File: src/core/adrg_map.svh
// Named constants of the auto dialer retry guard: offsets, fields, times.
// Assumes inclusion by bare name from the design and bench files of this block.
`ifndef ADRG_MAP_SVH
`define ADRG_MAP_SVH
// Register byte offsets on the AXI4-Lite bus.
`define ADRG_AW 8
`define ADRG_OFF_CTRL 8'h00
`define ADRG_OFF_STATUS 8'h04
`define ADRG_OFF_IRQ_STAT 8'h08
`define ADRG_OFF_IRQ_MASK 8'h0c
// Control register fields.
`define ADRG_C_START 0
`define ADRG_C_REACT 1
`define ADRG_C_MANUAL 2
`define ADRG_C_EXEMPT 3
`define ADRG_C_TONE_CAP 4
`define ADRG_C_DT_CAP 5
`define ADRG_C_GS_LINE 6
`define ADRG_C_SEQ 7
`define ADRG_C_NEXT 8
`define ADRG_C_HANG 9
`define ADRG_CTRL_KEEP 32'h0000_00fc
`define ADRG_CTRL_RST 32'h0000_0000
// Interrupt bits, shared by status and mask.
`define ADRG_I_FAIL 0
`define ADRG_I_LOCK 1
`define ADRG_I_ANSWER 2
`define ADRG_I_REFUSE 3
`define ADRG_IRQ_W 4
// Bus responses.
`define ADRG_RESP_OKAY 2'b00
`define ADRG_RESP_SLVERR 2'b10
// Attempt limits.
`define ADRG_BASE_LIMIT 4'h2
`define ADRG_EXT_LIMIT 4'hf
// Clock and times in their own units.
`define ADRG_CLK_HZ 20000000
`define ADRG_MS_PER_S 1000
`define ADRG_S_PER_MIN 60
`define ADRG_LOCK_MIN 60
`define ADRG_NOANS_S 60
`define ADRG_DT_GAP_MS 70
`define ADRG_GS_GAP_MS 70
`define ADRG_OFFHOOK_MS 600
`endif

File: src/core/adrg_pkg.sv
// Types and helpers shared by the auto dialer retry guard files.
// Assumes it is compiled before every module of the block.
package adrg_pkg;

  // Call progress states, one-hot.
  typedef enum logic [5:0] {
    ST_IDLE = 6'h01,
    ST_WAIT = 6'h02,
    ST_PRE = 6'h04,
    ST_DIAL = 6'h08,
    ST_RING = 6'h10,
    ST_CONN = 6'h20
  } adrg_state_t;

  // Expands AXI byte strobes into a bit mask.
  function automatic logic [31:0] adrg_strb_mask(input logic [3:0] strb);
    logic [31:0] m;
    m = '0;
    for (int i = 0; i < 4; i++) begin
      m[i*8 +: 8] = {8{strb[i]}};
    end
    return m;
  endfunction

endpackage

File: src/core/adrg_tick.sv
// Restartable millisecond prescaler for the auto dialer retry guard.
// Assumes one clock; clr held high keeps the phase at zero.
`timescale 1ns/1ps
module adrg_tick #(
  parameter int CYCLES = 20000
) (
  // Clock and reset.
  input wire logic aclk,
  input wire logic aresetn,
  // Phase restart and tick out.
  input wire logic clr,
  output logic tick
);
  localparam int W = $clog2(CYCLES + 1);
  logic [W-1:0] cnt;

  // A tick lands exactly CYCLES edges after clr, so whole ticks never
  // overcount the elapsed time.
  always_ff @(posedge aclk) begin
    if (!aresetn || clr) begin
      cnt <= '0;
      tick <= 1'b0;
    end else if (cnt == W'(CYCLES - 1)) begin
      cnt <= '0;
      tick <= 1'b1;
    end else begin
      cnt <= cnt + 1'b1;
      tick <= 1'b0;
    end
  end
endmodule

File: src/core/adrg_axil.sv
// AXI4-Lite slave front end for the auto dialer retry guard.
// Assumes the register side decodes addresses and answers combinationally.
`timescale 1ns/1ps
`include "adrg_map.svh"
module adrg_axil import adrg_pkg::*; (
  // Clock and reset.
  input wire logic aclk,
  input wire logic aresetn,
  // Write channels.
  input wire logic [`ADRG_AW-1:0] awaddr,
  input wire logic awvalid,
  output logic awready,
  input wire logic [31:0] wdata,
  input wire logic [3:0] wstrb,
  input wire logic wvalid,
  output logic wready,
  output logic [1:0] bresp,
  output logic bvalid,
  input wire logic bready,
  // Read channels.
  input wire logic [`ADRG_AW-1:0] araddr,
  input wire logic arvalid,
  output logic arready,
  output logic [31:0] rdata,
  output logic [1:0] rresp,
  output logic rvalid,
  input wire logic rready,
  // Register side.
  output logic wr_en,
  output logic [`ADRG_AW-1:0] wr_addr,
  output logic [31:0] wr_data,
  output logic [3:0] wr_strb,
  input wire logic wr_hit,
  output logic [`ADRG_AW-1:0] rd_addr,
  input wire logic [31:0] rd_data,
  input wire logic rd_hit
);
  logic aw_done;
  logic w_done;

  // Address and data are accepted in either order, one write at a time.
  assign awready = !aw_done && !bvalid;
  assign wready = !w_done && !bvalid;
  assign wr_en = aw_done && w_done && !bvalid;
  assign arready = !rvalid;
  assign rd_addr = araddr;

  // Write address and data capture.
  always_ff @(posedge aclk) begin
    if (!aresetn || wr_en) begin
      aw_done <= 1'b0;
      w_done <= 1'b0;
    end else begin
      if (awvalid && awready) begin
        aw_done <= 1'b1;
      end
      if (wvalid && wready) begin
        w_done <= 1'b1;
      end
    end
  end

  // Payload latches.
  always_ff @(posedge aclk) begin
    if (!aresetn) begin
      wr_addr <= '0;
      wr_data <= '0;
      wr_strb <= '0;
    end else begin
      if (awvalid && awready) begin
        wr_addr <= awaddr;
      end
      if (wvalid && wready) begin
        wr_data <= wdata;
        wr_strb <= wstrb;
      end
    end
  end

  // Write response; unmapped offsets answer with a slave error.
  always_ff @(posedge aclk) begin
    if (!aresetn) begin
      bvalid <= 1'b0;
      bresp <= `ADRG_RESP_OKAY;
    end else if (wr_en) begin
      bvalid <= 1'b1;
      bresp <= wr_hit ? `ADRG_RESP_OKAY : `ADRG_RESP_SLVERR;
    end else if (bready) begin
      bvalid <= 1'b0;
    end
  end

  // Read data is sampled at the address handshake.
  always_ff @(posedge aclk) begin
    if (!aresetn) begin
      rvalid <= 1'b0;
      rdata <= '0;
      rresp <= `ADRG_RESP_OKAY;
    end else if (arvalid && arready) begin
      rvalid <= 1'b1;
      rdata <= rd_hit ? rd_data : '0;
      rresp <= rd_hit ? `ADRG_RESP_OKAY : `ADRG_RESP_SLVERR;
    end else if (rready) begin
      rvalid <= 1'b0;
    end
  end
endmodule

File: src/core/adrg_top.sv
// Auto dialer retry guard: call sequencer, attempt limits and lockout.
// Assumes line detector inputs are synchronous to aclk and static config.
//
// Chosen here: the AXI4-Lite slave port and the address map.
`timescale 1ns/1ps
`include "adrg_map.svh"
module adrg_top import adrg_pkg::*; #(
  parameter int MS_CYCLES = `ADRG_CLK_HZ / `ADRG_MS_PER_S,
  parameter int LOCK_MS = `ADRG_LOCK_MIN * `ADRG_S_PER_MIN * `ADRG_MS_PER_S,
  parameter int NOANS_MS = `ADRG_NOANS_S * `ADRG_MS_PER_S
) (
  // Clock and reset.
  input wire logic aclk,
  input wire logic aresetn,
  // AXI4-Lite write channels.
  input wire logic [`ADRG_AW-1:0] awaddr,
  input wire logic awvalid,
  output logic awready,
  input wire logic [31:0] wdata,
  input wire logic [3:0] wstrb,
  input wire logic wvalid,
  output logic wready,
  output logic [1:0] bresp,
  output logic bvalid,
  input wire logic bready,
  // AXI4-Lite read channels.
  input wire logic [`ADRG_AW-1:0] araddr,
  input wire logic arvalid,
  output logic arready,
  output logic [31:0] rdata,
  output logic [1:0] rresp,
  output logic rvalid,
  input wire logic rready,
  // Line side detectors.
  input wire logic dial_tone,
  input wire logic gs_ind,
  input wire logic busy_det,
  input wire logic reorder_det,
  input wire logic answer_det,
  input wire logic compat_det,
  input wire logic digits_done,
  input wire logic hangup_note,
  input wire logic ext_reactivate,
  // Line controls and interrupt.
  output logic off_hook,
  output logic addr_en,
  output logic irq
);
  adrg_state_t state, next_state;
  logic wr_en, wr_hit, rd_hit;
  logic [`ADRG_AW-1:0] wr_addr, rd_addr;
  logic [31:0] wr_data, rd_data, wmask, wmd, ctrl;
  logic [3:0] wr_strb, cnt, cnt_inc;
  logic [`ADRG_IRQ_W-1:0] irq_stat, irq_mask, irq_set;
  logic [15:0] ms_cnt;
  logic [21:0] lock_ms;
  logic ms_tick, lock_tick, tick_clr, locked, lock_set, lock_done;
  logic all_tone, inc_cnt, inc_block, seq_once;
  logic wr_ctrl, start_req, clear_req, hang_req, start_ok, bypass;
  logic tone_in, ev_fail, ev_tone, ev_answer;

  // Millisecond counts and limits taken from the millisecond figures.
  localparam logic [15:0] NOANS_LAST = 16'(NOANS_MS - 1);
  localparam logic [15:0] DT_GAP = 16'(`ADRG_DT_GAP_MS);
  localparam logic [15:0] GS_GAP = 16'(`ADRG_GS_GAP_MS);
  localparam logic [15:0] OFFHOOK_GAP = 16'(`ADRG_OFFHOOK_MS);
  localparam logic [21:0] LOCK_LAST = 22'(LOCK_MS - 1);

  adrg_axil u_axil (
    .aclk(aclk), .aresetn(aresetn),
    .awaddr(awaddr), .awvalid(awvalid), .awready(awready),
    .wdata(wdata), .wstrb(wstrb), .wvalid(wvalid), .wready(wready),
    .bresp(bresp), .bvalid(bvalid), .bready(bready),
    .araddr(araddr), .arvalid(arvalid), .arready(arready),
    .rdata(rdata), .rresp(rresp), .rvalid(rvalid), .rready(rready),
    .wr_en(wr_en), .wr_addr(wr_addr), .wr_data(wr_data),
    .wr_strb(wr_strb), .wr_hit(wr_hit),
    .rd_addr(rd_addr), .rd_data(rd_data), .rd_hit(rd_hit)
  );

  // Call timer restarts at every state change; lock timer while unlocked.
  adrg_tick #(.CYCLES(MS_CYCLES)) u_call_tick (
    .aclk(aclk), .aresetn(aresetn), .clr(tick_clr), .tick(ms_tick)
  );
  adrg_tick #(.CYCLES(MS_CYCLES)) u_lock_tick (
    .aclk(aclk), .aresetn(aresetn), .clr(!locked), .tick(lock_tick)
  );

  // Write decode with byte strobes; pulse bits are never stored.
  assign wmask = adrg_strb_mask(wr_strb);
  assign wmd = wr_data & wmask;
  assign wr_ctrl = wr_en && wr_addr == `ADRG_OFF_CTRL;
  assign start_req = wr_ctrl && wmd[`ADRG_C_START];
  assign hang_req = wr_ctrl && wmd[`ADRG_C_HANG];
  assign clear_req = (wr_ctrl && (wmd[`ADRG_C_REACT] || wmd[`ADRG_C_NEXT]))
                     || ext_reactivate;
  assign bypass = ctrl[`ADRG_C_MANUAL] || ctrl[`ADRG_C_EXEMPT];
  assign start_ok = start_req && state == ST_IDLE && (bypass ||
    !(locked || inc_block || (ctrl[`ADRG_C_SEQ] && seq_once)));
  assign tone_in = busy_det || reorder_det;
  assign tick_clr = next_state != state || state == ST_IDLE;
  assign cnt_inc = cnt + 4'h1;

  // Call sequencer next state and attempt outcome events.
  always_comb begin
    next_state = state;
    ev_fail = 1'b0;
    ev_tone = 1'b0;
    ev_answer = 1'b0;
    case (state)
      ST_IDLE: begin
        if (start_ok) begin
          next_state = ST_WAIT;
        end
      end
      ST_WAIT: begin
        if (hang_req || ms_cnt == NOANS_LAST) begin
          next_state = ST_IDLE;
          ev_fail = 1'b1;
        end else if (ctrl[`ADRG_C_GS_LINE]) begin
          if (gs_ind) begin
            next_state = ST_PRE;
          end
        end else if (ctrl[`ADRG_C_DT_CAP]) begin
          if (dial_tone) begin
            next_state = ST_PRE;
          end
        end else if (ms_cnt >= OFFHOOK_GAP) begin
          next_state = ST_DIAL;
        end
      end
      ST_PRE: begin
        if (hang_req) begin
          next_state = ST_IDLE;
          ev_fail = 1'b1;
        end else if (ms_cnt >= (ctrl[`ADRG_C_GS_LINE] ? GS_GAP : DT_GAP)) begin
          next_state = ST_DIAL;
        end
      end
      ST_DIAL: begin
        if (hang_req) begin
          next_state = ST_IDLE;
          ev_fail = 1'b1;
        end else if (digits_done) begin
          next_state = ST_RING;
        end
      end
      ST_RING: begin
        if (hang_req || ms_cnt == NOANS_LAST) begin
          next_state = ST_IDLE;
          ev_fail = 1'b1;
        end else if (ctrl[`ADRG_C_TONE_CAP] && tone_in) begin
          next_state = ST_IDLE;
          ev_fail = 1'b1;
          ev_tone = 1'b1;
        end else if (answer_det) begin
          next_state = ST_CONN;
          ev_answer = 1'b1;
        end
      end
      ST_CONN: begin
        if (hangup_note || hang_req) begin
          next_state = ST_IDLE;
        end
      end
      default: next_state = ST_IDLE;
    endcase
  end

  // State register and registered line controls.
  always_ff @(posedge aclk) begin
    if (!aresetn) begin
      state <= ST_IDLE;
      off_hook <= 1'b0;
      addr_en <= 1'b0;
    end else begin
      state <= next_state;
      off_hook <= next_state != ST_IDLE;
      addr_en <= next_state == ST_DIAL;
    end
  end

  // Millisecond count within the current state.
  always_ff @(posedge aclk) begin
    if (!aresetn || tick_clr) begin
      ms_cnt <= '0;
    end else if (ms_tick && state != ST_CONN && state != ST_DIAL) begin
      ms_cnt <= ms_cnt + 16'h1;
    end
  end

  // The extended limit holds only while every attempt met a tone.
  assign lock_set = !bypass && ev_fail && cnt_inc >=
    ((ctrl[`ADRG_C_TONE_CAP] && all_tone && ev_tone) ?
     `ADRG_EXT_LIMIT : `ADRG_BASE_LIMIT);
  assign lock_done = locked && lock_tick && lock_ms == LOCK_LAST;

  // Successive attempt counting; bypass modes leave it untouched.
  always_ff @(posedge aclk) begin
    if (!aresetn || clear_req || lock_done) begin
      cnt <= '0;
      all_tone <= 1'b1;
    end else if (!bypass && ev_fail) begin
      cnt <= cnt_inc;
      all_tone <= all_tone && ev_tone;
    end else if (!bypass && ev_answer) begin
      cnt <= '0;
      all_tone <= 1'b1;
    end
  end

  // Lockout flag and its 60 minute timer.
  always_ff @(posedge aclk) begin
    if (!aresetn || clear_req) begin
      locked <= 1'b0;
    end else if (lock_set) begin
      locked <= 1'b1;
    end else if (lock_done) begin
      locked <= 1'b0;
    end
  end
  always_ff @(posedge aclk) begin
    if (!aresetn || !locked) begin
      lock_ms <= '0;
    end else if (lock_tick) begin
      lock_ms <= lock_ms + 22'h1;
    end
  end

  // Answers to an incompatible terminal: the second one blocks dialing.
  always_ff @(posedge aclk) begin
    if (!aresetn || clear_req) begin
      inc_cnt <= 1'b0;
      inc_block <= 1'b0;
    end else if (!bypass && ev_answer && !compat_det) begin
      inc_block <= inc_cnt;
      inc_cnt <= 1'b1;
    end
  end

  // Sequential mode marks the number as used after one attempt.
  always_ff @(posedge aclk) begin
    if (!aresetn || clear_req) begin
      seq_once <= 1'b0;
    end else if (!bypass && ctrl[`ADRG_C_SEQ] && (ev_fail || ev_answer)) begin
      seq_once <= 1'b1;
    end
  end

  // Control, mask and sticky interrupt registers; a set beats a clear.
  assign irq_set = {start_req && !start_ok, ev_answer, lock_set, ev_fail};
  always_ff @(posedge aclk) begin
    if (!aresetn) begin
      ctrl <= `ADRG_CTRL_RST;
      irq_mask <= '0;
      irq_stat <= '0;
      irq <= 1'b0;
    end else begin
      if (wr_ctrl) begin
        ctrl <= ((ctrl & ~wmask) | wmd) & `ADRG_CTRL_KEEP;
      end
      if (wr_en && wr_addr == `ADRG_OFF_IRQ_MASK) begin
        irq_mask <= (irq_mask & ~wmask[`ADRG_IRQ_W-1:0]) |
                    wmd[`ADRG_IRQ_W-1:0];
      end
      if (wr_en && wr_addr == `ADRG_OFF_IRQ_STAT) begin
        irq_stat <= (irq_stat & ~wmd[`ADRG_IRQ_W-1:0]) | irq_set;
      end else begin
        irq_stat <= irq_stat | irq_set;
      end
      irq <= |((irq_stat | irq_set) & irq_mask);
    end
  end

  // Read decode; status shows count, flags and the one-hot state.
  assign wr_hit = wr_addr == `ADRG_OFF_CTRL || wr_addr == `ADRG_OFF_STATUS ||
    wr_addr == `ADRG_OFF_IRQ_STAT || wr_addr == `ADRG_OFF_IRQ_MASK;
  always_comb begin
    rd_data = '0;
    rd_hit = 1'b1;
    case (rd_addr)
      `ADRG_OFF_CTRL: rd_data = ctrl;
      `ADRG_OFF_STATUS: rd_data = {18'h0, state, all_tone, seq_once,
                                   inc_block, locked, cnt};
      `ADRG_OFF_IRQ_STAT: rd_data = {28'h0, irq_stat};
      `ADRG_OFF_IRQ_MASK: rd_data = {28'h0, irq_mask};
      default: rd_hit = 1'b0;
    endcase
  end
endmodule

File: config.mk
export PLATFORM = sky130hd
export DESIGN_NAME = adrg_top
export DESIGN_NICKNAME = d
export VERILOG_FILES = /design/src/core/adrg_pkg.sv /design/src/core/adrg_tick.sv /design/src/core/adrg_axil.sv /design/src/core/adrg_top.sv
export VERILOG_INCLUDE_DIRS = /design/src /design/src/core
export SDC_FILE = /design/constraint.sdc
export NUM_CORES = 1
export LEC_CHECK = 0
export ABC_AREA = 1
export BUFFER_PORTS_ARGS = -buffer_cell sky130_fd_sc_hd__buf_2
export CAP_MARGIN = 20
export CORE_MARGIN = 2
export CORE_UTILIZATION = 45
export CTS_BUF_LIST = sky130_fd_sc_hd__clkbuf_4 sky130_fd_sc_hd__clkbuf_8
export CTS_CLUSTER_SIZE = 14
export DETAILED_ROUTE_END_ITERATION = 7
export GPL_ROUTABILITY_DRIVEN = 0
export PLACE_DENSITY = 0.66
export SLEW_MARGIN = 25
export SYNTH_ARGS = -nofsm -noshare
export SYNTH_HDL_FRONTEND = slang
export SYNTH_SLANG_ARGS = --single-unit
File: constraint.sdc
create_clock -name aclk -period 3.17 [get_ports aclk]
set_clock_uncertainty 0.2 [all_clocks]
set_input_delay 0.634 -clock aclk [delete_from_list [all_inputs] [get_ports aclk]]
set_output_delay 0.634 -clock aclk [all_outputs]
set_load 0.01 [all_outputs]
Word-level counts from Yosys, hierarchy flattened
Cells that the tools add are included.

Bitwise operators: 12. Multiplexer cells: 46. Reduce and logical (&&, ||, !) cells: 71. Magnitude comparators: 3. Eq/ne operators: 21. $add $sub $neg: 5.

Operators by type and width (count): $mux W6 (15); $pmux W14 S4 (1); $pmux W6 S6 (1); $eq A8 B4 Y1 const B (4); $logic_and A1 B1 Y1 (31); $add A15 B1 Y15 const B (2); $eq A15 B15 Y1 const B (2); $add A22 B1 Y22 const B (1); $eq A22 B22 Y1 const B (1); $mux W1 (21); $logic_or A1 B1 Y1 (19); $add A16 B1 Y16 const B (1); $eq A16 B16 Y1 const B (1); $eq A8 B3 Y1 const B (2); $ge A16 B10 Y1 const B (1); $ge A16 B7 Y1 const B (1); $logic_not A8 Y1 (2); $mux W4 (4); $mux W14 (1); $and A4 B4 Y4 (3); $eq A6 B4 Y1 const B (2); $or A4 B4 Y4 (3); $and A10 B10 Y10 (1); $logic_not A1 Y1 (10); 20 further kinds (28).

Bits of input ports: 68. Word-level logic and storage cells: 187. Register bits after elaboration: 162.

Depth between registers and ports, before layout
Gate-level depths: netlist of run 1.

Depth in word-level cells: 14. Mapped depth: 18.

Cells and area by module
Synthesis of run 1 repeated with hierarchy kept, for this count alone.

Cells, all modules: 1413. Area total of the unflattened synthesis: 9327.7 µm².

Modules (own cells, without submodules): adrg_top (times used 1, cells an instance 619, area an instance 4108.9 µm², seq. area each 1401.3 µm²); adrg_axil (times used 1, cells an instance 568, area an instance 3672.3 µm², seq. area each 1641.6 µm²); adrg_tick (times used 2, cells an instance 113, area an instance 773.2 µm², seq. area each 320.3 µm²).

Worst setup path after synthesis of run 1
Ideal clock, no wire load.

Path kind: register to register. Start: register ms_cnt[0]. End: register irq. Arrival time: 2.093 ns. Slack: 0.745 ns. Stages on the path, launching flop included: 17. Library setup time: 0.132 ns. Cells stage by stage: dfxtp_1 > ha_1 > nand3_1 > nor2_1 > nand2_1 > nand2_1 > nor3_1 > inv_1 > nor2_1 > inv_1 > ha_1 > a31oi_1 > nor2_1 > o21ai_0 > nand2_1 > nand2_1 > a21oi_1.

Cells in the longest elaborated chain, start to end: 11. Elaborated cells on any way between the ends: 17. Those cells by class: order compare: 1; eq/ne: 1; mux: 8; bitwise: 2; reduce/logical: 5.

RTL lines: start, declared (RTL line adrg_top.sv:55) `logic [15:0] ms_cnt;`; start signal, assigned (RTL line adrg_top.sv:188) `ms_cnt <= ms_cnt + 16'h1;`; $eq A16 B16 Y1 (*) (RTL line adrg_top.sv:117, adrg_top.sv:149); $logic_or A1 B1 Y1 (*) (RTL line adrg_top.sv:117, adrg_top.sv:149); $mux W1 (RTL line adrg_top.sv:149) `if (hang_req || ms_cnt == NOANS_LAST) begin`; $mux W1 (RTL line adrg_top.sv:110) `case (state)`; $logic_and A1 B1 Y1 (RTL line adrg_top.sv:194) `` ((ctrl[`ADRG_C_TONE_CAP] && all_tone && ev_tone) ? ``; $mux W4 (no source line); $ge A4 B4 Y1 (RTL line adrg_top.sv:193) `assign lock_set = !bypass && ev_fail && cnt_inc >=`; $logic_and A1 B1 Y1 (RTL line adrg_top.sv:193); $or A4 B4 Y4 (*) (RTL line adrg_top.sv:271) `irq <= |((irq_stat | irq_set) & irq_mask);`; $and A4 B4 Y4 (*) (RTL line adrg_top.sv:271); $reduce_or A4 Y1 (*) (RTL line adrg_top.sv:271); end signal, assigned (RTL line adrg_top.sv:271); end, declared (RTL line adrg_top.sv:47) `output logic irq`.

Mark *: on every way between the ends. The rest lies on a longest branch, timed or not. A chain may end at the register's enable or synchronous reset.

Worst setup path after layout of run 1
Same ends and word-level chain as after synthesis.

==> results of run 1 <==
metrics by stage:
step,worst slack (ps),util
floorplan,745,-
global route,52.2,0.515
finish,293,0.515
global placement,329,0.489
CTS,310,0.515
detailed placement,346,0.489
critical path, stage by stage, from the launching register on:
cell and delay [ps]:
dfxtp_1 350, ha_1 240, nand3_1 130, nor2_1 70, nand2_1 110, nand2_1 80
nor3_1 250, inv_1 80, nor2_1 200, inv_1 100, ha_1 280, a31oi_1 160
nor2_1 50, o21ai_0 150, buf_4 160, nand2_1 50, nand2_1 50, a21oi_1 60
cells in the final DEF, fill, tap and decap left out, types with 2 or more instances in the layout:
cell,Yosys,routed
nand2_1,171,171
dfxtp_1,142,142
nor2_1,140,140
inv_1,132,132
buf_2,0,67
a21oi_1,65,65
o21ai_0,58,58
nand3_1,50,50
nor3_1,34,34
xor2_1,26,26
nand4_1,20,20
conb_1,1,20
clkbuf_8,0,19
nor2_2,15,15
nor4_1,14,14
ha_1,9,9
and3_1,8,8
o22ai_1,8,8
xnor2_1,6,6
buf_4,20,6
nand3_2,5,5
a31oi_1,5,5
nor3b_1,5,5
nor2_4,5,5
inv_2,4,4
clkinv_1,4,4
clkinvlp_4,0,4
clkinv_4,0,4
inv_6,0,4
o21a_1,2,2
o211ai_1,2,2
nand2_2,2,2
or2_2,2,2
mux2i_1,2,2
o221ai_1,2,2
per-layer routing:
layer / GRT usage / up-vias
met3: 0.0430 / 15
met4: 0.0679 / 0
li1: - / 3279
met5: 0 / -
met2: 0.309 / 147
met1: 0.275 / 2708
how the worst max path moves through the flow:
stage          startpoint  end  slack [ps]  cells past startpoint
6_report        ms_cnt[0]  irq         290                     17
5_1_grt         ms_cnt[0]  irq          50                     17
4_1_cts         ms_cnt[0]  irq         310                     17
3_5_place_dp    ms_cnt[0]  irq         350                     17
3_3_place_gp    ms_cnt[0]  irq         330                     17
2_1_floorplan   ms_cnt[0]  irq         740                     16
synth_stat cells, types with 5 or more instances:
master,n,area [um^2]
nand2_1,171,642
dfxtp_1,142,2840
nor2_1,140,526
inv_1,132,495
a21oi_1,65,325
o21ai_0,58,290
nand3_1,50,250
nor3_1,34,170
xor2_1,26,228
buf_4,20,150
nand4_1,20,125
clkbuf_1,15,56.3
nor2_2,15,93.8
nor4_1,14,87.6
ha_1,9,113
and3_1,8,50.1
o22ai_1,8,50.1
xnor2_1,6,52.6
a31oi_1,5,31.3
nand3_2,5,50.1
nor2_4,5,56.3
nor3b_1,5,37.5
where the power goes:
group / switching, W / internal (W)
sequential: 0.0000217 / 0.00181
combinational: 0.000112 / 0.0000602
clock: 0.000745 / 0.000674
total: 0.000880 / 0.00255
sequential cells by signal (all words and copies together) (netlist names), 2 cells and up, named ones only:
name             cells
u_axil.rdata        14
cnt                  4
u_axil.wr_addr       8
u_axil.wr_strb       2
state                6
u_axil.wr_data      10
u_lock_tick.cnt     15
lock_ms             22
ms_cnt              16
u_call_tick.cnt     15
irq_stat             4
cells by family after synthesis:
kind of cell,after synthesis,share of synthesized area
buffers and inverters,178,0.108
AOI/OAI and AO/OA,144,0.110
other,1,0.000542
and+or+nand+nor,474,0.311
adders and majority gates,9,0.0163
xor gates and xnor gates,32,0.0405
muxes,2,0.00289
DFF,142,0.411
area by class of cell:
| class | count | share of cell area |
|---|---|---|
| multi-input combinational | 681 | 0.437 |
| sequential | 142 | 0.366 |
| clock buffer | 19 | 0.0336 |
| inverter | 140 | 0.0676 |
| timing repair buffer | 73 | 0.0489 |
| tap | 188 | 0.0303 |
| clock inverter | 13 | 0.0167 |
==> summary.txt, run 1 <==
Routing
  • Routed wl met2: 6720 um
  • Initial DRC Count: 405
  • Final ANT Viol Nets: 0
  • Met3 Routed Length: 771 um
  • Wl on met1: 7500 um
  • Post-DR vias/cell: 4.90
  • DR pass1 iterations: 5
  • Total Routed Length: 15,200 um
  • DR top layer: met4
  • DR DRC count: 0
  • Routed via count: 6,149
  • WL/cell: 12.1 um

Setup path
  • R2r startpoint: ms_cnt[0]
  • Element type at the critical path end: flip-flop
  • Critical path peak fanout: 5
  • WP data arrival: 3020 ps
  • Req. time, crit path: 3310 ps
  • CP Launch Type: flip-flop
  • WS Path Type: flip-flop to flip-flop
  • Internal reg-to-reg setup slack: 290 ps
  • RR Endpoint: irq
  • Reg2Reg Depth: 17

Power
  • Max VDD drop: 0.000267 V
  • Pwr Total: 0.00343 W
  • PwrDens: 441 mW/mm^2
  • LEAKAGE: 3.18 nW

Worst hold path
  • HP Class: input port to flip-flop
  • WHS Path Cells: 3
  • Hold-critical path endpoint: u_axil.wr_addr[1]
  • Hold_sp: awaddr[1]

Placed design
  • Dpl hpwl: 11,600 um
  • Dpl cells: 1,224
  • PortBufs: 67
  • DP Area: 0.00738 mm^2

Clock tree
  • CTS sink cnt: 142
  • Bufs on Longest Clock Path: 2
  • Root buffer cell: clkbuf_8
  • Htree depth: 4
  • Cts bufs inserted: 17
  • PostCTS Resize Cnt: 0
  • Worst skew pair latency: 460 ps
  • Hold bufs inserted after CTS: 0
  • CTS tree: done
  • Post-CTS Setup Repair Bufs: 0
  • Worst-path clk slew: 80 ps

STA
  • Hold WS: 215 ps
  • Setup_tns: 0 ps
  • Max Freq: 348 MHz
  • Worst rel slew slack: 0.479
  • Max-slew violations: 0
  • # setup viols final: 0
  • RSZ-0062 raised after global routing: false
  • Worst Max-Slew Pin Slew: 774 ps
  • Final period util: 0.908
  • Fin. Hold Viols: 0
  • Minimum clock period: 2880 ps

Floorplanning
  • Die width: 128 um
  • Initial core utilization: 0.459
  • Core Region: 0.0151 mm^2
  • Die Y: 128 um
  • Num rows: 45
  • Num ports: 112
  • Die area: 0.0164 mm^2

Final layout
  • Post-Layout Cell Count: 1,256
  • Multi-input gate area: 0.00340 mm^2
  • Area Growth Syn to Fin: 12.3%
  • Antenna Diode Count: 0
  • Layout filler cell count: 1,525
  • FF/Latch Area: 0.00284 mm^2
  • Layout net count: 1,132
  • Proportion of layout cells with a drive suffix above 1: 0.131
  • Final Cell Area: 0.00777 mm^2

Synth
  • Sequential cell area fraction in the yosys report: 0.411
  • Post-Syn Instances: 982
  • Number of synthesized flops with an enable pin: 0
  • Mean Syn Cell Area: 7.05 um^2
  • Yosys reg bits: 142
  • Synth Warn #: 0
  • Async set-reset flop share out of synthesis: 0
  • Main synth FF type: dfxtp_1
  • Syn Std Cell Area: 0.00692 mm^2
  • Synth unique cells: 38

GRT
  • Tot GR Track Use: 0.199
  • Vias in the first global route: 5,606
  • Pin count of the biggest net entering global routing: 26
  • First-pass GRT wire length: 26,100 um
  • GR Overflow Total: 0
  • Antenna violations before repair: 0

Outcome
  • Status: finished clean

Flow run
  • Max-Cap Viols: 0
(Power assumes the default switching activity.)
==> run 2: changes to the inputs <==
Settings changed: CORE_UTILIZATION 45 to 50, CTS_BUF_LIST sky130_fd_sc_hd__clkbuf_4 sky130_fd_sc_hd__clkbuf_8 to not set, PLACE_DENSITY 0.66 to 0.72.
==> run 2 against run 1 <==
Compared with the run above:
- power grew 17%
- critical endpoint is now irq_stat[1]
- sequential power is essentially flat
- clock power grew 41%
==> summary.txt, run 2 (synthesis results as in run 1) <==
Clock tree
  • Post-CTS Setup Repair Bufs: 0 (unchanged)
  • Worst-path clk slew: 60 ps (was 80 ps)
  • Worst skew pair latency: 420 ps (was 460 ps)
  • Bufs on Longest Clock Path: 2 (unchanged)
  • PostCTS Resize Cnt: 0 (unchanged)
  • Cts bufs inserted: 17 (unchanged)
  • CTS tree: done (unchanged)
  • Hold bufs inserted after CTS: 0 (unchanged)
  • CTS sink cnt: 142 (unchanged)
  • Root buffer cell: clkbuf_16 (was clkbuf_8)
  • Htree depth: 4 (unchanged)

Setup path
  • Reg2Reg Depth: 15 (was 17)
  • RR Endpoint: irq_stat[1] (was irq)
  • WS Path Type: flip-flop to flip-flop (unchanged)
  • Critical path peak fanout: 5 (unchanged)
  • Element type at the critical path end: flip-flop (unchanged)
  • Internal reg-to-reg setup slack: 390 ps (was 290 ps)
  • CP Launch Type: flip-flop (unchanged)
  • Req. time, crit path: 3260 ps (was 3310 ps)
  • Crit path from: ms_cnt[0] (unchanged)
  • R2r startpoint: ms_cnt[0] (unchanged)
  • WP data arrival: 2880 ps (was 3020 ps)

STA
  • Worst Max-Slew Pin Slew: 880 ps (was 774 ps)
  • Fin. Hold Viols: 0 (unchanged)
  • RSZ-0062 raised after global routing: false (unchanged)
  • # setup viols final: 0 (unchanged)
  • Setup_tns: 0 ps (unchanged)
  • Worst rel slew slack: 0.408 (was 0.479)
  • Max-slew violations: 0 (unchanged)
  • Minimum clock period: 2780 ps (was 2880 ps)
  • Max Freq: 359 MHz (was 348 MHz)
  • Final period util: 0.878 (was 0.908)

Routing
  • Initial DRC Count: 363 (was 405)
  • Total Routed Length: 15,400 um (was 15,200 um)
  • Final ANT Viol Nets: 0 (unchanged)
  • DR DRC count: 0 (unchanged)
  • WL/cell: 12.4 um (was 12.1 um)
  • Routed via count: 6,248 (was 6,149)
  • Post-DR vias/cell: 5.03 (was 4.90)
  • DR pass1 iterations: 5 (unchanged)

Power
  • Part of the power in registers: 0.458 (was 0.535)
  • LEAKAGE: 3.28 nW (was 3.18 nW)
  • PwrDens: 505 mW/mm^2 (was 441 mW/mm^2)
  • Cell Int Power: 0.00313 W (was 0.00255 W)
  • NetSw: 0.000890 W (was 0.000880 W)
  • Clk network pwr share: 0.498 (was 0.414)
  • Combinational Power Share: 0.044 (was 0.050)
  • Switching share of total power: 0.222 (was 0.257)
  • Max VDD drop: 0.000326 V (was 0.000267 V)

Final layout
  • Max reg flops: 22 (unchanged)
  • Layout net count: 1,132 (unchanged)
  • Antenna Diode Count: 0 (unchanged)
  • Area Growth Syn to Fin: 15.0% (was 12.3%)
  • Most flops, register: lock_ms (unchanged)
  • Finished Core Util: 0.594 (was 0.515)
  • Top Registers: lock_ms x22, ms_cnt x16 (unchanged)
  • Most common cell after layout, fill and taps aside: nand2_1 (unchanged)
  • Proportion of layout cells with a drive suffix above 1: 0.128 (was 0.131)
  • Most frequent cells in the layout: nand2_1 (171), dfxtp_1 (142), nor2_1 (140), inv_1 (132), buf_2 (67) (unchanged)

Worst hold path
  • WHS Path Cells: 1 (was 3)
  • Hold_sp: u_lock_tick.cnt[0] (was awaddr[1])
  • Hold-critical path endpoint: u_lock_tick.cnt[0] (was u_axil.wr_addr[1])
  • HP Class: flip-flop to flip-flop (was input port to flip-flop)

Placed design
  • PortBufs: 67 (unchanged)
  • Dpl hpwl: 11,600 um (about the same)

Floorplanning
  • Num ports: 112 (unchanged)
  • Die width: 122 um (was 128 um)
  • Initial core utilization: 0.517 (was 0.459)
  • Num rows: 42 (was 45)
  • Die area: 0.0148 mm^2 (was 0.0164 mm^2)
  • Core Region: 0.0134 mm^2 (was 0.0151 mm^2)
  • Die Y: 122 um (was 128 um)

GRT
  • Vias in the first global route: 5,776 (was 5,606)
  • Pin count of the biggest net entering global routing: 28 (was 26)
  • Tot GR Track Use: 0.220 (was 0.199)
  • GR Overflow Total: 0 (unchanged)
  • Antenna violations before repair: 0 (unchanged)
  • First-pass GRT wire length: 26,000 um (was 26,100 um)

Flow run
  • Max-Cap Viols: 0 (unchanged)

Outcome
  • Status: finished clean (unchanged)
[run 2: metal layers]
| layer | track usage | share of wire | routed length [um] | vias to the layer above |
|---|---|---|---|---|
| met2 | 0.356 | 0.44 | 6840 | 164 |
| met3 | 0.0548 | 0.049 | 749 | 20 |
| met5 | 0 | 0 | 0 | - |
| li1 | - | - | - | 3277 |
| met1 | 0.292 | 0.50 | 7650 | 2787 |
| met4 | 0.0611 | 0.013 | 193 | 0 |
[run 2: stage by stage]
stage	hold slack [ps]	setup slack, ps	instance area, um^2	power, W	std cells
floorplan	218	745	6990	0.00201	1001
global placement	228	397	7370	0.00205	1212
detailed placement	240	411	7370	0.00206	1212
finish	244	387	7960	0.00402	1243
CTS	247	389	7960	0.00404	1243
global route	261	115	7960	0.00416	1243
[run 2: worst max path at each step]
stage                             end  slack (ps)  cells past startpoint
after global routing      irq_stat[1]         110                     15
after global placement         locked         400                     12
after CTS                 irq_stat[1]         390                     15
after detailed placement  irq_stat[1]         410                     15
final                     irq_stat[1]         390                     15
after floorplan                   irq         740                     16
[run 2: critical path, cell delays in order, from the launching register on]
cell,delay [ps]
dfxtp_1,350
ha_1,250
nand3_1,130
nor2_1,60
nand2_1,130
nand2_1,90
nor3_1,150
inv_1,60
nor2_1,190
inv_1,90
ha_1,280
a31oi_1,160
nor2_1,50
o21ai_0,230
buf_4,170
a21oi_1,60
[run 2: final cells by class]
type,count,area [um^2]
repair buffers,73,380
clock inverters,11,143
flip-flops and latches,142,2840
inverters,140,526
well taps,176,220
fillers,1306,5440
clock buffers,20,447
multi-input cells,681,3400
[run 2: power by group through the flow]
| stage | Combinational, W | Clock (W) | Sequential (W) |
|---|---|---|---|
| after floorplan | 0.000132 | 0 | 0.00187 |
| after global placement | 0.000174 | 0 | 0.00188 |
| after detailed placement | 0.000176 | 0 | 0.00188 |
| after CTS | 0.000176 | 0.00203 | 0.00184 |
| after global routing | 0.000203 | 0.00211 | 0.00184 |
| final | 0.000175 | 0.00200 | 0.00184 |
==> run 3: changes to the inputs <==
Settings changed: CORE_UTILIZATION 50 to 57, PLACE_DENSITY 0.72 to 0.8.
==> run 3 against run 2 <==
Compared with the run above:
- first-iteration DRC count increased by 11%
- critical endpoint is now irq
- register-to-register slack got worse by 160 ps
- die area down 12%
- global-route usage rose by 2.5 points
- fmax decreased by 5.4%
==> summary.txt, run 3 (synthesis results as in run 1) <==
Floorplanning
  • Core Region: 0.0119 mm^2 (was 0.0134 mm^2)
  • Die area: 0.0130 mm^2 (was 0.0148 mm^2)
  • Die Y: 114 um (was 122 um)
  • Num ports: 112 (unchanged)
  • Initial core utilization: 0.581 (was 0.517)
  • Num rows: 40 (was 42)
  • Die width: 114 um (was 122 um)

Setup path
  • R2r startpoint: ms_cnt[0] (unchanged)
  • WP data arrival: 3030 ps (was 2880 ps)
  • Element type at the critical path end: flip-flop (unchanged)
  • CP Launch Type: flip-flop (unchanged)
  • RR Endpoint: irq (was irq_stat[1])
  • Req. time, crit path: 3250 ps (was 3260 ps)
  • Internal reg-to-reg setup slack: 230 ps (was 390 ps)
  • Reg2Reg Depth: 16 (was 15)
  • WS Path Type: flip-flop to flip-flop (unchanged)
  • Critical path peak fanout: 5 (unchanged)

Routing
  • Initial DRC Count: 402 (was 363)
  • DR pass1 iterations: 5 (unchanged)
  • Total Routed Length: 15,100 um (was 15,400 um)
  • DR DRC count: 0 (unchanged)
  • Post-DR vias/cell: 5.15 (was 5.03)
  • WL/cell: 12.5 um (was 12.4 um)
  • Final ANT Viol Nets: 0 (unchanged)
  • Routed via count: 6,254 (was 6,248)

Final layout
  • Antenna Diode Count: 0 (unchanged)
  • Most common cell after layout, fill and taps aside: nand2_1 (unchanged)
  • Top Registers: lock_ms x22, ms_cnt x16 (unchanged)
  • Area Growth Syn to Fin: 15.9% (was 15.0%)
  • Proportion of layout cells with a drive suffix above 1: 0.129 (was 0.128)
  • Most frequent cells in the layout: nand2_1 (171), dfxtp_1 (142), nor2_1 (140), inv_1 (132), buf_2 (67) (unchanged)
  • Max reg flops: 22 (unchanged)
  • Finished Core Util: 0.674 (was 0.594)
  • Most flops, register: lock_ms (unchanged)
  • Layout net count: 1,131 (was 1,132)

GRT
  • GR Overflow Total: 0 (unchanged)
  • Tot GR Track Use: 0.245 (was 0.220)
  • Vias in the first global route: 5,721 (was 5,776)
  • First-pass GRT wire length: 25,700 um (was 26,000 um)
  • Antenna violations before repair: 0 (unchanged)
  • Pin count of the biggest net entering global routing: 28 (unchanged)

Worst hold path
  • WHS Path Cells: 1 (unchanged)
  • Hold_sp: u_lock_tick.cnt[0] (unchanged)
  • HP Class: flip-flop to flip-flop (unchanged)
  • Hold-critical path endpoint: u_lock_tick.cnt[0] (unchanged)

Clock tree
  • CTS tree: done (unchanged)
  • Cts bufs inserted: 17 (unchanged)
  • Worst skew pair latency: 410 ps (was 420 ps)
  • Root buffer cell: clkbuf_16 (unchanged)
  • PostCTS Resize Cnt: 0 (unchanged)
  • Bufs on Longest Clock Path: 2 (unchanged)
  • Htree depth: 4 (unchanged)
  • CTS sink cnt: 142 (unchanged)
  • Worst-path clk slew: 60 ps (about the same)
  • Post-CTS Setup Repair Bufs: 0 (unchanged)
  • Hold bufs inserted after CTS: 0 (unchanged)

STA
  • Fin. Hold Viols: 0 (unchanged)
  • Final period util: 0.928 (was 0.878)
  • Worst Max-Slew Pin Slew: 861 ps (was 880 ps)
  • Worst rel slew slack: 0.420 (was 0.408)
  • RSZ-0062 raised after global routing: false (unchanged)
  • # setup viols final: 0 (unchanged)
  • Setup_tns: 0 ps (unchanged)
  • Minimum clock period: 2940 ps (was 2780 ps)
  • Max-slew violations: 0 (unchanged)
  • Max Freq: 340 MHz (was 359 MHz)

Power
  • NetSw: 0.000872 W (was 0.000890 W)
  • Max VDD drop: 0.000423 V (was 0.000326 V)
  • Clk network pwr share: 0.535 (was 0.498)
  • Cell Int Power: 0.00346 W (was 0.00313 W)
  • Part of the power in registers: 0.425 (was 0.458)
  • LEAKAGE: 3.32 nW (was 3.28 nW)
  • Switching share of total power: 0.201 (was 0.222)
  • PwrDens: 540 mW/mm^2 (was 505 mW/mm^2)
  • Combinational Power Share: 0.040 (was 0.044)

Placed design
  • Dpl hpwl: 11,000 um (was 11,600 um)
  • PortBufs: 67 (unchanged)

Flow run
  • Max-Cap Viols: 0 (unchanged)

Outcome
  • Status: finished clean (unchanged)
==> run 3: worst max-delay path, cell delays in order, from the launching register on <==
cell and delay [ps]:
dfxtp_1 340, ha_1 260, nand3_1 110, nor2_1 70
nand2_1 110, nand2_1 80, nor3_1 190, inv_1 60
nor2_1 180, inv_1 100, ha_1 280, a31oi_1 170
nor2_1 50, o21ai_0 370, nand2_1 100, nand2_1 80
a21oi_1 60
==> run 3: how the worst max path moves through the flow <==
stage | start | slack [ps] | to
floorplan | ms_cnt[0] | 740 | irq
CTS | ms_cnt[0] | 220 | irq
detailed placement | ms_cnt[0] | 250 | irq
global placement | reorder_det | 300 | irq
finish | ms_cnt[0] | 230 | irq
global route | ms_cnt[0] | 10 | irq
==> run 3: power groups by stage <==
stage	combinational (W)	sequential, W	clock, W
5_1_grt	0.000200	0.00184	0.00243
3_3_place_gp	0.000170	0.00188	0
3_5_place_dp	0.000172	0.00188	0
4_1_cts	0.000174	0.00184	0.00234
6_report	0.000173	0.00184	0.00232
2_1_floorplan	0.000132	0.00187	0
==> run 3: layout make-up <==
class	instances	area, um^2
clock buffers	23	498
clock inverters	9	203
well taps	147	184
repair buffers	72	373
inverters	140	526
multi-input cells	681	3400
fillers	1038	3890
flip-flops and latches	142	2840
==> run 3: layer usage <==
layer | vias to the layer above | track usage | wire, um
met5 | - | 0 | 0
met4 | 0 | 0.0642 | 151
met3 | 13 | 0.0598 | 783
met2 | 160 | 0.407 | 7060
met1 | 2795 | 0.319 | 7130
li1 | 3286 | - | -
==> run 3: stage by stage <==
step | cell area (um^2) | hold WS, ps | setup slack, ps | cells | power, W
after floorplan | 6990 | 218 | 745 | 1001 | 0.00201
after global placement | 7320 | 229 | 298 | 1182 | 0.00205
after detailed placement | 7320 | 239 | 255 | 1182 | 0.00205
after CTS | 8030 | 248 | 222 | 1214 | 0.00435
after global routing | 8030 | 259 | 12.5 | 1214 | 0.00447
final | 8030 | 246 | 228 | 1214 | 0.00433
